--- src/hdl/tcc_consts.svh ---
// Constants for the timer capture compare block
`ifndef TCC_CONSTS_SVH
`define TCC_CONSTS_SVH
`define TCC_CLK_MHZ        100
`define TCC_TICK_SLOW_NS   1000
`define TCC_TICK_FAST_NS   500
`define TCC_TICK_SLOW_CYC  (`TCC_TICK_SLOW_NS * `TCC_CLK_MHZ / 1000)
`define TCC_TICK_FAST_CYC  (`TCC_TICK_FAST_NS * `TCC_CLK_MHZ / 1000)
`define TCC_TIMER_RESET    16'h0000
`define TCC_TIMER_W        16
`define TCC_PRESC_W        8
`endif

--- src/hdl/tcc_pkg.sv ---
// Types for the timer capture compare block
package tcc_pkg;
   typedef struct packed {
      logic [1:0]  sync1;
      logic [1:0]  sync2;
      logic [1:0]  prev;
      logic [15:0] cap0;
      logic [15:0] cap1;
   } capture_state_t;

   typedef struct packed {
      logic [7:0]  pend_high0;
      logic [7:0]  pend_high1;
      logic [15:0] cmp0;
      logic [15:0] cmp1;
      logic [1:0]  pin;
   } compare_state_t;

   typedef struct packed {
      logic [7:0]     presc;
      logic [15:0]    timer;
      logic [15:0]    snap;
      logic [1:0]     cap_flag;
      logic [1:0]     cmp_flag;
      capture_state_t cap;
      compare_state_t cmp;
   } tcc_state_t;

   typedef enum logic [1:0] {
      PIN_GPIO   = 2'b01,
      PIN_SERIAL = 2'b10
   } pin_owner_t;
endpackage

--- src/hdl/timer_capture_compare.sv ---
// Free running timer with two capture and two compare channels
`include "tcc_consts.svh"
////////////////////////////////////////////////////////////////////////////////
// Function
// - 16-bit free running timer ticking every 1 us or 0.5 us by select bit
// - Own counter, shared time base for all capture and compare channels
// - Snapshot pair holds its value between requests
// - Snapshot request copies present timer count into snapshot pair
// - Capture activate bit switches the pin to capture use directly
// - Each capture triggers on rising or falling edge per select bit
// - Two capture channels, each with its own 16-bit register
// - Selected edge loads timer into capture register and raises interrupt
// - Compare activate bit hands the pin to the compare channel
// - Match level bit picks high or low drive at match
// - Two compare channels with software writable 16-bit registers
// - Equality drives pin to match level and raises channel interrupt
// - Compare action repeats at every equality, every wrap
// - Serial function beats capture/compare on the channel 1 pins only, which beats plain GPIO
// - Reset clears timer, flags, capture/compare registers and compare pins; capture and compare on follow the activate inputs
module timer_capture_compare
   import tcc_pkg::*;
#(
   parameter int TICK_SLOW_CYC = `TCC_TICK_SLOW_CYC,
   parameter int TICK_FAST_CYC = `TCC_TICK_FAST_CYC
) (
   input  wire logic        i_clk,
   input  wire logic        i_rst,
   input  wire logic        i_timer_resolution_select,
   input  wire logic        i_timer_snapshot_request,
   input  wire logic [1:0]  i_capture_pin_activate,
   input  wire logic [1:0]  i_capture_edge_select,
   input  wire logic [1:0]  i_compare_pin_activate,
   input  wire logic        i_compare1_match_level,
   input  wire logic        i_compare2_match_level,
   input  wire logic [1:0]  i_serial_interface_select,
   input  wire logic [1:0]  i_compare_high_write,
   input  wire logic [1:0]  i_compare_low_write,
   input  wire logic [7:0]  i_compare_write_data,
   input  wire logic [1:0]  i_capture_ack,
   input  wire logic [1:0]  i_compare_ack,
   input  wire logic        i_capture_input_one,
   input  wire logic        i_capture_input_two,
   output logic [15:0]      o_timer_count,
   output logic [7:0]       o_timer_snapshot_high,
   output logic [7:0]       o_timer_snapshot_low,
   output logic [15:0]      o_capture_value_one,
   output logic [15:0]      o_capture_value_two,
   output logic [15:0]      o_compare_value_one,
   output logic [15:0]      o_compare_value_two,
   output logic [1:0]       o_capture_irq,
   output logic [1:0]       o_compare_irq,
   output logic [1:0]       o_capture_active,
   output logic [1:0]       o_compare_active,
   output logic             o_compare_output_one,
   output logic             o_compare_output_two,
   output logic             o_compare_oe_one,
   output logic             o_compare_oe_two
);
   ////////////////////////////////////////////////////////////////////////////////
   // State
   tcc_state_t s_q;
   tcc_state_t s_d;
   logic       serial_on;
   logic [1:0] cap_on;
   logic [1:0] cmp_on;
   logic [1:0] pins;
   logic [1:0] edge_hit;
   logic [1:0] match;
   logic [1:0] lvl;
   logic [7:0] tick_max;

   localparam logic [7:0] SLOW_MAX = 8'(TICK_SLOW_CYC - 1);
   localparam logic [7:0] FAST_MAX = 8'(TICK_FAST_CYC - 1);

   ////////////////////////////////////////////////////////////////////////////////
   // Pin ownership
   always_comb begin
      serial_on = (i_serial_interface_select == 2'h1);
      // Channel 1 pins share the serial function; channel 2 pins do not
      cap_on[0] = i_capture_pin_activate[0] & ~serial_on;
      cap_on[1] = i_capture_pin_activate[1];
      cmp_on[0] = i_compare_pin_activate[0] & ~serial_on;
      cmp_on[1] = i_compare_pin_activate[1];
      pins      = {s_q.cap.sync2[1], s_q.cap.sync2[0]};
      lvl       = {i_compare2_match_level, i_compare1_match_level};
      tick_max  = i_timer_resolution_select ? FAST_MAX : SLOW_MAX;
   end

   ////////////////////////////////////////////////////////////////////////////////
   // Next state
   always_comb begin
      s_d = s_q;
      // Prescaler and timer
      if (s_q.presc >= tick_max) begin
         s_d.presc = 8'h00;
         s_d.timer = s_q.timer + 16'h0001;
      end else begin
         s_d.presc = s_q.presc + 8'h01;
      end
      if (i_timer_snapshot_request) begin
         s_d.snap = s_q.timer;
      end
      // Pin synchronisers
      s_d.cap.sync1 = {i_capture_input_two, i_capture_input_one};
      s_d.cap.sync2 = s_q.cap.sync1;
      s_d.cap.prev  = s_q.cap.sync2;
      for (int i = 0; i < 2; i++) begin
         // Edge select high picks rising, low picks falling
         edge_hit[i] = cap_on[i] & (i_capture_edge_select[i] ?
                       (pins[i] & ~s_q.cap.prev[i]) : (~pins[i] & s_q.cap.prev[i]));
         match[i]    = (i == 0 ? s_q.cmp.cmp0 : s_q.cmp.cmp1) == s_q.timer;
         // Set wins over acknowledge
         s_d.cap_flag[i] = edge_hit[i] | (s_q.cap_flag[i] & ~i_capture_ack[i]);
         s_d.cmp_flag[i] = (match[i] & cmp_on[i]) |
                           (s_q.cmp_flag[i] & ~i_compare_ack[i]);
         if (match[i] & cmp_on[i]) begin
            s_d.cmp.pin[i] = lvl[i];
         end
      end
      if (edge_hit[0]) s_d.cap.cap0 = s_q.timer;
      if (edge_hit[1]) s_d.cap.cap1 = s_q.timer;
      // Compare register writes, high byte pending until low byte
      if (i_compare_high_write[0]) s_d.cmp.pend_high0 = i_compare_write_data;
      if (i_compare_high_write[1]) s_d.cmp.pend_high1 = i_compare_write_data;
      if (i_compare_low_write[0])  s_d.cmp.cmp0 = {s_q.cmp.pend_high0, i_compare_write_data};
      if (i_compare_low_write[1])  s_d.cmp.cmp1 = {s_q.cmp.pend_high1, i_compare_write_data};
   end

   always_ff @(posedge i_clk or posedge i_rst) begin
      if (i_rst) begin
         s_q <= '0;
      end else begin
         s_q <= s_d;
      end
   end

   ////////////////////////////////////////////////////////////////////////////////
   // Outputs
   always_comb begin
      o_timer_count         = s_q.timer;
      o_timer_snapshot_high = s_q.snap[15:8];
      o_timer_snapshot_low  = s_q.snap[7:0];
      o_capture_value_one   = s_q.cap.cap0;
      o_capture_value_two   = s_q.cap.cap1;
      o_compare_value_one   = s_q.cmp.cmp0;
      o_compare_value_two   = s_q.cmp.cmp1;
      o_capture_irq         = s_q.cap_flag;
      o_compare_irq         = s_q.cmp_flag;
      o_capture_active      = cap_on;
      o_compare_active      = cmp_on;
      o_compare_output_one  = s_q.cmp.pin[0];
      o_compare_output_two  = s_q.cmp.pin[1];
      o_compare_oe_one      = cmp_on[0];
      o_compare_oe_two      = cmp_on[1];
   end
endmodule

--- config.mk ---
export PLATFORM = sky130hd
export DESIGN_NAME = timer_capture_compare
export DESIGN_NICKNAME = d
export VERILOG_FILES = /design/src/hdl/tcc_pkg.sv /design/src/hdl/timer_capture_compare.sv
export VERILOG_INCLUDE_DIRS = /design/src /design/src/hdl
export SDC_FILE = /design/constraint.sdc
export NUM_CORES = 1
export LEC_CHECK = 0
export ABC_AREA = 1
export BUFFER_PORTS_ARGS = -buffer_cell sky130_fd_sc_hd__buf_2
export CAP_MARGIN = 20
export CELL_PAD_IN_SITES_DETAIL_PLACEMENT = 1
export CELL_PAD_IN_SITES_GLOBAL_PLACEMENT = 2
export CORE_ASPECT_RATIO = 0.7
export CORE_MARGIN = 5
export CORE_UTILIZATION = 35
export DETAILED_ROUTE_END_ITERATION = 10
export PLACE_DENSITY_LB_ADDON = 0.2
export SLEW_MARGIN = 20
export SYNTH_ARGS = -nofsm -noshare
export SYNTH_HDL_FRONTEND = slang
export SYNTH_SLANG_ARGS = --single-unit
--- constraint.sdc ---
create_clock -name i_clk -period 10.3 [get_ports i_clk]
set_input_delay 2.06 -clock i_clk [delete_from_list [all_inputs] [get_ports i_clk]]
set_output_delay 2.06 -clock i_clk [all_outputs]
set_load 0.02 [all_outputs]
; ---- After elaboration in Yosys (flattened, before gate mapping)
; Index checks and enable logic that the tools add are counted.
[classes]
n_addsub = 2
n_lt_le_gt_ge = 1
eq_ne = 3
n_mux = 4
bitwise = 27
[ops]
columns = cell, count
row1 = $eq 16x16->1, 2
row2 = $add 16x1->16 const B, 1
row3 = $and 1x1->1, 14
row4 = $not 1->1, 9
row5 = $add 8x1->8 const B, 1
row6 = $ge 8x7->1, 1
row7 = $mux 8, 1
row8 = $mux 7, 1
row9 = $or 1x1->1, 4
row10 = $eq 2x1->1 const B, 1
row11 = $mux 1, 2
[totals]
register_bits = 132
input_bits = 32
output_inout_bits = 108
elab_cells = 53

; ---- Longest topological paths before layout
; Gate-level depths: netlist (run 1).
[depth]
word_depth = 5
depth_mapped = 10
ltp_nobuf = 9

; ---- Worst setup path before layout (run 1)
; OpenSTA, ideal clock, no wires.
[synth_timing]
path_kind = input to output
startpoint = input i_serial_interface_select[1]
endpoint = output o_compare_active[0]
arrival_ns = 2.526
required_ns = 8.240
slack_ns = 5.714
stages = 5
n_path_buf = 1
cell_sequence = inv_1 nand2_1 nand2_1 inv_1 buf_4
[synth_between]
elab_chain_cells = 3
[synth_rtl]
columns = element, line_no
row1 = "start, declared", timer_capture_compare.sv:35  ; input wire logic [1:0] i_serial_interface_select,
row2 = $eq 2x1->1, timer_capture_compare.sv:78  ; serial_on = (i_serial_interface_select == 2'h1);
row3 = $not 1->1, timer_capture_compare.sv:82  ; cmp_on[0] = i_compare_pin_activate[0] & ~serial_on;
row4 = $and 1x1->1, timer_capture_compare.sv:82
row5 = "end, declared", timer_capture_compare.sv:53  ; output logic [1:0] o_compare_active,
; Every way passes these cells.

; ---- Final worst setup path (run 1)
; Same ends and word-level chain as after synthesis.

==> results of run 1 <==
[layer usage]
layer / global-route usage [%] / routed length, um
met5: 0 / 0
met4: 6.531 / 311
met3: 3.762 / 1353
met2: 28.86 / 8843
met1: 25.47 / 8801
[worst max-delay path: cells and delay by family]
family | cells | cell delay (ps)
buffers and inverters | 4 | 370
and+or+nand+nor | 2 | 150
[placed cells by master, fill, tap and decap left out, types with 3 or more instances in the layout]
cell	n
a21oi_1	25
buf_2	139
clkbuf_16	17
clkbuf_8	3
clkinv_2	3
clkinvlp_4	5
dfrtp_1	132
ha_1	5
inv_1	64
mux2_2	11
nand2_1	186
nand3_1	13
nand4_1	8
nor2_1	56
nor3_1	8
nor3_2	4
o21ai_0	76
xnor2_1	5
xor2_1	11
[flip-flops by register name (all words and copies together) (netlist names), 8 cells and up]
signal and cells:
o_timer_snapshot_low 8, o_capture_value_two 16, o_timer_count 16, o_timer_snapshot_high 8, s_q 26, o_compare_value_one 16, o_capture_value_one 16, o_compare_value_two 16
[final cells by class]
| cell class | count | area (um2) |
|---|---|---|
| clock buffer | 20 | 466.7 |
| clock inverter | 12 | 130.1 |
| fill | 2169 | 10870 |
| inverter | 67 | 256.5 |
| multi-input combinational | 421 | 2047 |
| sequential | 132 | 3303 |
| tap | 236 | 295.3 |
| timing repair buffer | 142 | 742.0 |
[logic make-up (layout without fill, tap and decap cells)]
group	Yosys count	count (layout)	synth area share (%)
AOI/OAI and AO/OA	106	106	8.390
xor gates and xnor gates	16	16	2.165
adders and majority gates	5	5	0.9666
buffers and inverters	192	241	17.46
DFF	132	132	51.03
muxes	11	11	1.914
and+or+nand+nor	283	283	18.07
[where the power goes]
group	total [mW]	internal, mW	switching (mW)
clock network	0.612	0.375	0.237
registers	0.742	0.622	0.120
logic	0.542	0.163	0.379
total	1.90	1.16	0.736
[how the worst min path moves through the flow]
stage	start	endpoint	slack, ps	cells past startpoint
floorplan	s_d[84]	pins[0]	330	0
global placement	s_d[85]	pins[1]	330	0
detailed placement	s_d[85]	pins[1]	340	0
CTS	s_d[85]	pins[1]	360	0
global route	s_d[84]	pins[0]	370	0
finish	s_d[84]	pins[0]	360	0
[stage by stage]
step                area (um2)  util, %  instances
floorplan                 6472        -        745
global placement          6598    36.43        996
detailed placement        6598    36.43        996
CTS                       7194    39.73       1028
global route              7241    39.98       1030
finish                    7241    39.98       1030
==> run summary, run 1 <==
Outcome = finished clean
Synth top area cells = dfrtp_1 (51%), buf_4 (12%), nand2_1 (11%), o21ai_0 (5.9%), inv_1 (3.8%)
Setup crit start = i_serial_interface_select[1]
Crit-path max FO = 2
LEAKAGE = 3.677 nW
Crit Reg-Reg Startpoint = s_q[125]
Mapped Area = 6472 um2
Antenna violations before repair = 0
Initial Util = 35.74%
CTS Buf Count = 17
Post-cts sizing count = 0
Root buffer cell = clkbuf_16
First DRT Iteration DRCs = 378
Synth-to-Final Area Change = 11.87%
Endpoints failing setup = 0
Slowest CP cell = buf_2
Clk sinks = 132
CP Launch Type = input pin
Height of the chip = 123.8 um
Worst-Margin Slew = 1004 ps
Min Tclk post-route = 4650 ps
Layout cells sized above 1 = 24.94%
Critical Setup Path Class = input pin to output pin
Global-route wire length before repair = 29930 um
Req. time, crit path = 8240 ps
Skew-Pair Late Insertion Delay = 420 ps
Setup ws final = 5650 ps
Wire length per cell = 18.75 um
Total Wirelength = 19310 um
Fmax = 215.1 MHz
Final nets = 818
Hold_buf cts = 0
RSZ-0062 raised after global routing = no
Synth area leader = dfrtp_1
Reg clk slew, reported paths = 60 ps
Total Routing Usage GR = 18.37%
Power, Total = 1.896 mW
Vias in the first global route = 5137
Critical path destination = o_compare_active[0]
Power per Cell Area = 261.8 nW/um2
Syn nets = 782
Max-cap violations = 0
Sequential share of the synthesized area = 51.03%
Pre-Repair DR Iteration Count = 4
Share of the synthesized area in the top cell type = 51.03%
# port buffers = 139
GP Congestion = 0.8527
Final period utilization = 45.15%
Gate Count Post-Synth = 745
Antenna diode count = 0
Reg2reg path depth = 8
I/O pins = 140
Worst IR Drop VDD = 0.00008930 V
Via-to-Cell Ratio = 4.744
CTS tree = built
Syn. warnings = 0
Syn Area/Cell = 8.688 um2
Final Skew = 7.542 ps
Longest Clk Path Bufs = 2
Hold slack final = 355.1 ps
CP Cell Sequence = buf_2 > inv_1 > nand2_1 > nand2_1 > inv_1 > buf_2
CTS H-tree depth = 4
Die area = 21360 um2
Top_reg_cell synth = dfrtp_1
Chip width = 172.5 um
Slowest Stage Delay on Critical Path = 150 ps
Crit path DAT = 2590 ps
Reg2Reg Setup Slack = 8020 ps
Top post-synthesis cells by count = nand2_1 (186), dfrtp_1 (132), buf_4 (104)
Detailed placer's ending HPWL = 13860 um
Most frequent cell after synthesis = nand2_1
Detail Route Antenna Nets = 0
Pin count of the biggest net entering global routing = 76
Placeable Area = 18110 um2
FFs w/ async S/R, synth = 100.0%
DRC = 0
Slew Limit Fails = 0
Final hold vios = 0
GR Overflow Total = 0
CP Capture Type = output pin
Via count = 4886
EDFF count, synth = 0
DP Worst Slack = 5637 ps
Site Rows = 41
Sum of negative setup slack = 0 ps
Reg2reg end = o_timer_count[3]
Distinct cells, synth = 29
Worst hold path type = register to register
#FFs+latches synth = 132
# Post-CTS Setup Buffers = 0
Max_slew headroom = 32.93%
No activity file was read; power rests on OpenSTA's default activity.
==> inputs of run 2 (changes only) <==
--- a/config.mk
+++ b/config.mk
@@ -13,7 +13,7 @@
 export CELL_PAD_IN_SITES_GLOBAL_PLACEMENT = 2
 export CORE_ASPECT_RATIO = 0.7
 export CORE_MARGIN = 5
-export CORE_UTILIZATION = 35
+export CORE_UTILIZATION = 29
 export DETAILED_ROUTE_END_ITERATION = 10
 export PLACE_DENSITY_LB_ADDON = 0.2
 export SLEW_MARGIN = 20
==> constraint.sdc (replaced) <==
create_clock -name i_clk -period 4.2 [get_ports i_clk]
set_input_delay 0.84 -clock i_clk [delete_from_list [all_inputs] [get_ports i_clk]]
set_output_delay 0.84 -clock i_clk [all_outputs]
set_load 0.02 [all_outputs]
==> run summary, run 2 (same netlist as run 1, synthesis figures left out) <==
Via-to-Cell Ratio = 4.536
Family with the most delay on the worst path = simple AND/OR/NAND/NOR gates
Most frequent cells in the layout = nand2_1 (186), buf_2 (139), dfrtp_1 (132)
Max_slew headroom = 32.49%
Most frequent CP cell = nand2_1
Worst-Margin Slew = 1010 ps
Placeable Area = 21850 um2
Total Wirelength = 20220 um
Antenna violations before repair = 0
Crit-path max FO = 29
Outcome = finished clean
Combinational power share = 28.0%
Reg2reg path depth = 8
Hold endpoint = pins[1]
Clk pwr share = 33.9%
Reg2Reg Setup Slack = 1920 ps
Die area = 25450 um2
RSZ-0062 raised after global routing = no
Power per Cell Area = 650.4 nW/um2
Initial Util = 29.63%
Height of the chip = 135.0 um
Commonest non-fill, non-tap cell in the layout = nand2_1
Detail Route Antenna Nets = 0
Wire length per cell = 18.77 um
Crit path buf inv count = 2
CTS tree = built
Vias in the first global route = 5254
First DRT Iteration DRCs = 253
Final period utilization = 57.87%
Worst hold path type = register to register
Crit Reg-Reg Startpoint = s_q[130]
CTS H-tree depth = 4
Endpoints failing setup = 0
Global-route wire length before repair = 31310 um
Skew-Pair Late Insertion Delay = 420 ps
Total Routing Usage GR = 16.23%
Internal power = 2.968 mW
Antenna diode count = 0
Reg2reg end = o_timer_count[3]
Worst hold path cell count = 0
DRC = 0
Pre-Repair DR Iteration Count = 5
Pin count of the biggest net entering global routing = 54
Placed cell area = 6681 um2
Detailed placer's ending HPWL = 14650 um
Slew Limit Fails = 0
Layout cells sized above 1 = 24.91%
CTS Buf Count = 17
Switching Share = 37.90%
Max reg flops = 26
Synth-to-Final Area Change = 13.55%
Root buffer cell = clkbuf_16
GP Congestion = 0.7701
Clk sinks = 132
# port buffers = 139
Sum of negative setup slack = 0 ps
Post-cts sizing count = 0
Reg clk slew, reported paths = 50 ps
Hold_buf cts = 0
Final Skew = 12.27 ps
LEAKAGE = 3.705 nW
Req. time, crit path = 4490 ps
Final hold vios = 0
Largest register by flop count = s_q
CP Capture Type = register
Final nets = 819
I/O pins = 140
GR Overflow Total = 0
Via count = 4885
CP Cell Sequence = buf_2 > ha_1 > nand2_1 > nand3_1 > nand4_1 > nand2_1 > inv_1 > o21ai_1 > nand2_1
Slowest CP cell = nand2_1
Longest Clk Path Bufs = 2
Top layer in use = met4
Worst IR Drop VDD = 0.0002667 V
Max-cap violations = 0
Met3 Wirelength = 1205 um
Reg power frac = 38.1%
HP Start = s_d[85]
Site Rows = 45
Chip width = 188.6 um
M1 WL = 9588 um
DR WL met2 = 9165 um
Slowest Stage Delay on Critical Path = 740 ps
Critical Setup Path Class = input pin to register
Crit path DAT = 2730 ps
Min Tclk post-route = 2431 ps
CP Launch Type = input pin
# Post-CTS Setup Buffers = 0
Fmax = 411.4 MHz
Final instance area = 7350 um2
Total net switching power = 1.812 mW
[run 2: changes by cell type in the layout (fill, tap and decap cells not counted), sizes merged]
cell and delta:
bufinv +2, clkbuf +1, clkinvlp -2, buf +1, inv -1
[run 2: metal layers]
metal	track usage, %	vias up
li1	-	2323
met1	22.46	2418
met2	25.66	126
met3	3.721	18
met4	4.571	0
met5	0	-
[run 2: power groups by stage]
stage / sequential [mW] / combinational [mW] / clock (mW)
6_report: 1.82 / 1.34 / 1.62
5_1_grt: 1.87 / 1.49 / 1.73
4_1_cts: 1.83 / 1.37 / 1.67
3_5_place_dp: 1.85 / 1.36 / 0
3_3_place_gp: 1.84 / 1.32 / 0
2_1_floorplan: 1.70 / 1.18 / 0
[run 2: per-stage QoR]
| step | hold WS, ps | std cells | util (%) | total power [mW] | setup WS (ps) |
|---|---|---|---|---|---|
| 5_1_grt | 369.0 | 1077 | 33.64 | 5.086 | 1592 |
| 4_1_cts | 364.8 | 1076 | 33.54 | 4.868 | 1782 |
| 6_report | 359.0 | 1077 | 33.64 | 4.780 | 1769 |
| 3_3_place_gp | 333.8 | 1044 | 30.58 | 3.170 | 1456 |
| 3_5_place_dp | 351.7 | 1044 | 30.58 | 3.212 | 1314 |
| 2_1_floorplan | 331.2 | 745 | - | 2.883 | 1723 |
[run 2: final cells by class]
type | count | area (um2)
fillers | 2593 | 14500
clock buffers | 21 | 470.5
well taps | 282 | 352.8
repair buffers | 143 | 745.7
multi-input cells | 421 | 2047
flip-flops and latches | 132 | 3303
inverters | 67 | 255.2
clock inverters | 11 | 175.2
[run 2: worst reg2reg max path: cells and delay by family, from the launching register on]
kind | cells | cell delay [ps]
simple gates | 4 | 940
flops | 1 | 400
buf+inv | 2 | 320
compound gates | 1 | 200
fa+ha+maj | 1 | 310
[run 2: worst max-delay path by stage]
stage,end,slack [ps],startpoint,cells past startpoint
after CTS,o_timer_count[3],1780,i_timer_resolution_select,9
after global routing,o_timer_count[3],1590,i_timer_resolution_select,9
after floorplan,o_capture_irq[0],1720,i_rst,1
final,o_timer_count[3],1770,i_timer_resolution_select,9
after global placement,o_timer_count[3],1460,i_timer_resolution_select,9
after detailed placement,o_timer_count[3],1310,i_timer_resolution_select,9
==> inputs of run 3 (changes only) <==
--- a/config.mk
+++ b/config.mk
@@ -13,7 +13,7 @@
 export CELL_PAD_IN_SITES_GLOBAL_PLACEMENT = 2
 export CORE_ASPECT_RATIO = 0.7
 export CORE_MARGIN = 5
-export CORE_UTILIZATION = 29
+export CORE_UTILIZATION = 32
 export DETAILED_ROUTE_END_ITERATION = 10
 export PLACE_DENSITY_LB_ADDON = 0.2
 export SLEW_MARGIN = 20
==> constraint.sdc (replaced) <==
create_clock -name i_clk -period 2.5 [get_ports i_clk]
set_input_delay 0.5 -clock i_clk [delete_from_list [all_inputs] [get_ports i_clk]]
set_output_delay 0.5 -clock i_clk [all_outputs]
set_load 0.02 [all_outputs]
==> run summary, run 3 (same netlist as run 1, synthesis figures left out) <==
Outcome = finished clean
CTS H-tree depth = 4
# port buffers = 139
Detail Route Antenna Nets = 0
Critical Setup Path Class = register to register
Slew Limit Fails = 0
Worst hold path type = input pin to register
Site Rows = 43
Clk pwr share = 31.7%
RSZ-0062 raised after global routing = no
Via count = 4949
Req. time, crit path = 2810 ps
CP Launch Type = register
Switching Share = 39.57%
Final Skew = 9.441 ps
Reg power frac = 39.1%
DRC = 0
Final instance area = 7312 um2
Slowest CP cell = dfrtp_1
Max_slew headroom = 46.09%
Family with the most delay on the worst path = simple AND/OR/NAND/NOR gates
Placeable Area = 19850 um2
Total Wirelength = 20390 um
Slowest Stage Delay on Critical Path = 590 ps
Pin count of the biggest net entering global routing = 41
Die area = 23220 um2
Fill count = 2328
Wire length per cell = 19.09 um
Most frequent cells in the layout = nand2_1 (186), buf_2 (139), dfrtp_1 (132)
GR Overflow Total = 0
Clk sinks = 132
Final hold vios = 0
Most frequent CP cell = nand2_1
Root buffer cell = clkbuf_16
Combinational power share = 29.2%
Max reg flops = 26
Skew-Pair Late Insertion Delay = 420 ps
Crit path DAT = 2150 ps
Sum of negative setup slack = 0 ps
Hold_buf cts = 0
CTS Buf Count = 17
Chip width = 180.0 um
First DRT Iteration DRCs = 252
Power per Cell Area = 1074 nW/um2
Internal power = 4.748 mW
Global-route wire length before repair = 31240 um
Crit-path max FO = 7
Vias in the first global route = 5153
Worst IR Drop VDD = 0.0004124 V
Hold slack final = 183.3 ps
Antenna diode count = 0
Detailed placer's ending HPWL = 14780 um
LEAKAGE = 3.691 nW
Total net switching power = 3.109 mW
Endpoints failing setup = 0
Total Routing Usage GR = 17.89%
Power, Total = 7.857 mW
HP Start = i_capture_input_one
Crit Reg-Reg Startpoint = o_timer_count[3]
Initial Util = 32.60%
CP Cell Sequence = inv_1 > nand2_1 > nand2_1 > nor2_1 > nand2_1 > nor2_1 > nand3_1 > nand2_1 > nand2_1
I/O pins = 140
Min Tclk post-route = 1843 ps
Via-to-Cell Ratio = 4.634
Antenna violations before repair = 0
Synth-to-Final Area Change = 12.97%
Final period utilization = 73.70%
Worst-Margin Slew = 806.9 ps
CTS tree = built
Commonest non-fill, non-tap cell in the layout = nand2_1
Pre-Repair DR Iteration Count = 4
GP Congestion = 0.7984
Height of the chip = 129.0 um
Setup crit start = o_timer_count[3]
Largest register by flop count = s_q
Fmax = 542.7 MHz
Reg clk slew, reported paths = 60 ps
Post-cts sizing count = 0
# Post-CTS Setup Buffers = 0
Longest Clk Path Bufs = 2
Final nets = 822
Crit path buf inv count = 1
CP Capture Type = register
Placed cell area = 6734 um2
Layout cells sized above 1 = 25.06%
Max-cap violations = 0
## run 3: per-layer routing
| metal | track usage, % | vias up | share of wire, % |
|---|---|---|---|
| met5 | 0 | - | 0 |
| met4 | 3.403 | 0 | 0.65 |
| met3 | 4.549 | 11 | 5.4 |
| met2 | 27.75 | 150 | 44 |
| met1 | 25.70 | 2459 | 50 |
| li1 | - | 2329 | - |
## run 3: power by group through the flow
stage          registers (mW)  logic, mW  clock network, mW
2_1_floorplan            2.86       1.99                  0
3_3_place_gp             3.09       2.27                  0
3_5_place_dp             3.11       2.32                  0
4_1_cts                  3.08       2.34               2.54
5_1_grt                  3.12       2.54               2.66
6_report                 3.07       2.30               2.49
## run 3: worst register-to-register path, delay by kind of cell (launching register included)
| kind | cells | cell delay (ps) |
|---|---|---|
| simple gates | 8 | 850 |
| flops | 1 | 590 |
| buf+inv | 1 | 310 |
## run 3: worst paths after layout
check                      slack, ps                       to  depth (start not counted)
max                              660     o_compare_output_two                          9
min reg2reg                      350                  pins[0]                          0
max reg2reg                      660     o_compare_output_two                          9
max in group asynchronous       1590         o_timer_count[1]                          3
min in group asynchronous        230  o_timer_snapshot_low[5]                          2
min                              180                  s_d[84]                          1
## run 3: stage by stage
stage          util [%]  instances  setup slack, ps
2_1_floorplan         -        745            362.8
3_3_place_gp      33.92       1036            568.1
3_5_place_dp      33.92       1036            469.7
4_1_cts           36.83       1068            659.4
5_1_grt           36.83       1068            493.7
6_report          36.83       1068            657.5
## run 3: layout make-up
| cell class | instances | area, um2 | area share, % |
|---|---|---|---|
| clock buffer | 20 | 446.7 | 6.109 |
| timing repair buffer | 146 | 798.3 | 10.92 |
| tap | 270 | 337.8 | 4.620 |
| multi-input combinational | 421 | 2039 | 27.89 |
| sequential | 132 | 3303 | 45.17 |
| inverter | 67 | 255.2 | 3.491 |
| clock inverter | 12 | 131.4 | 1.797 |
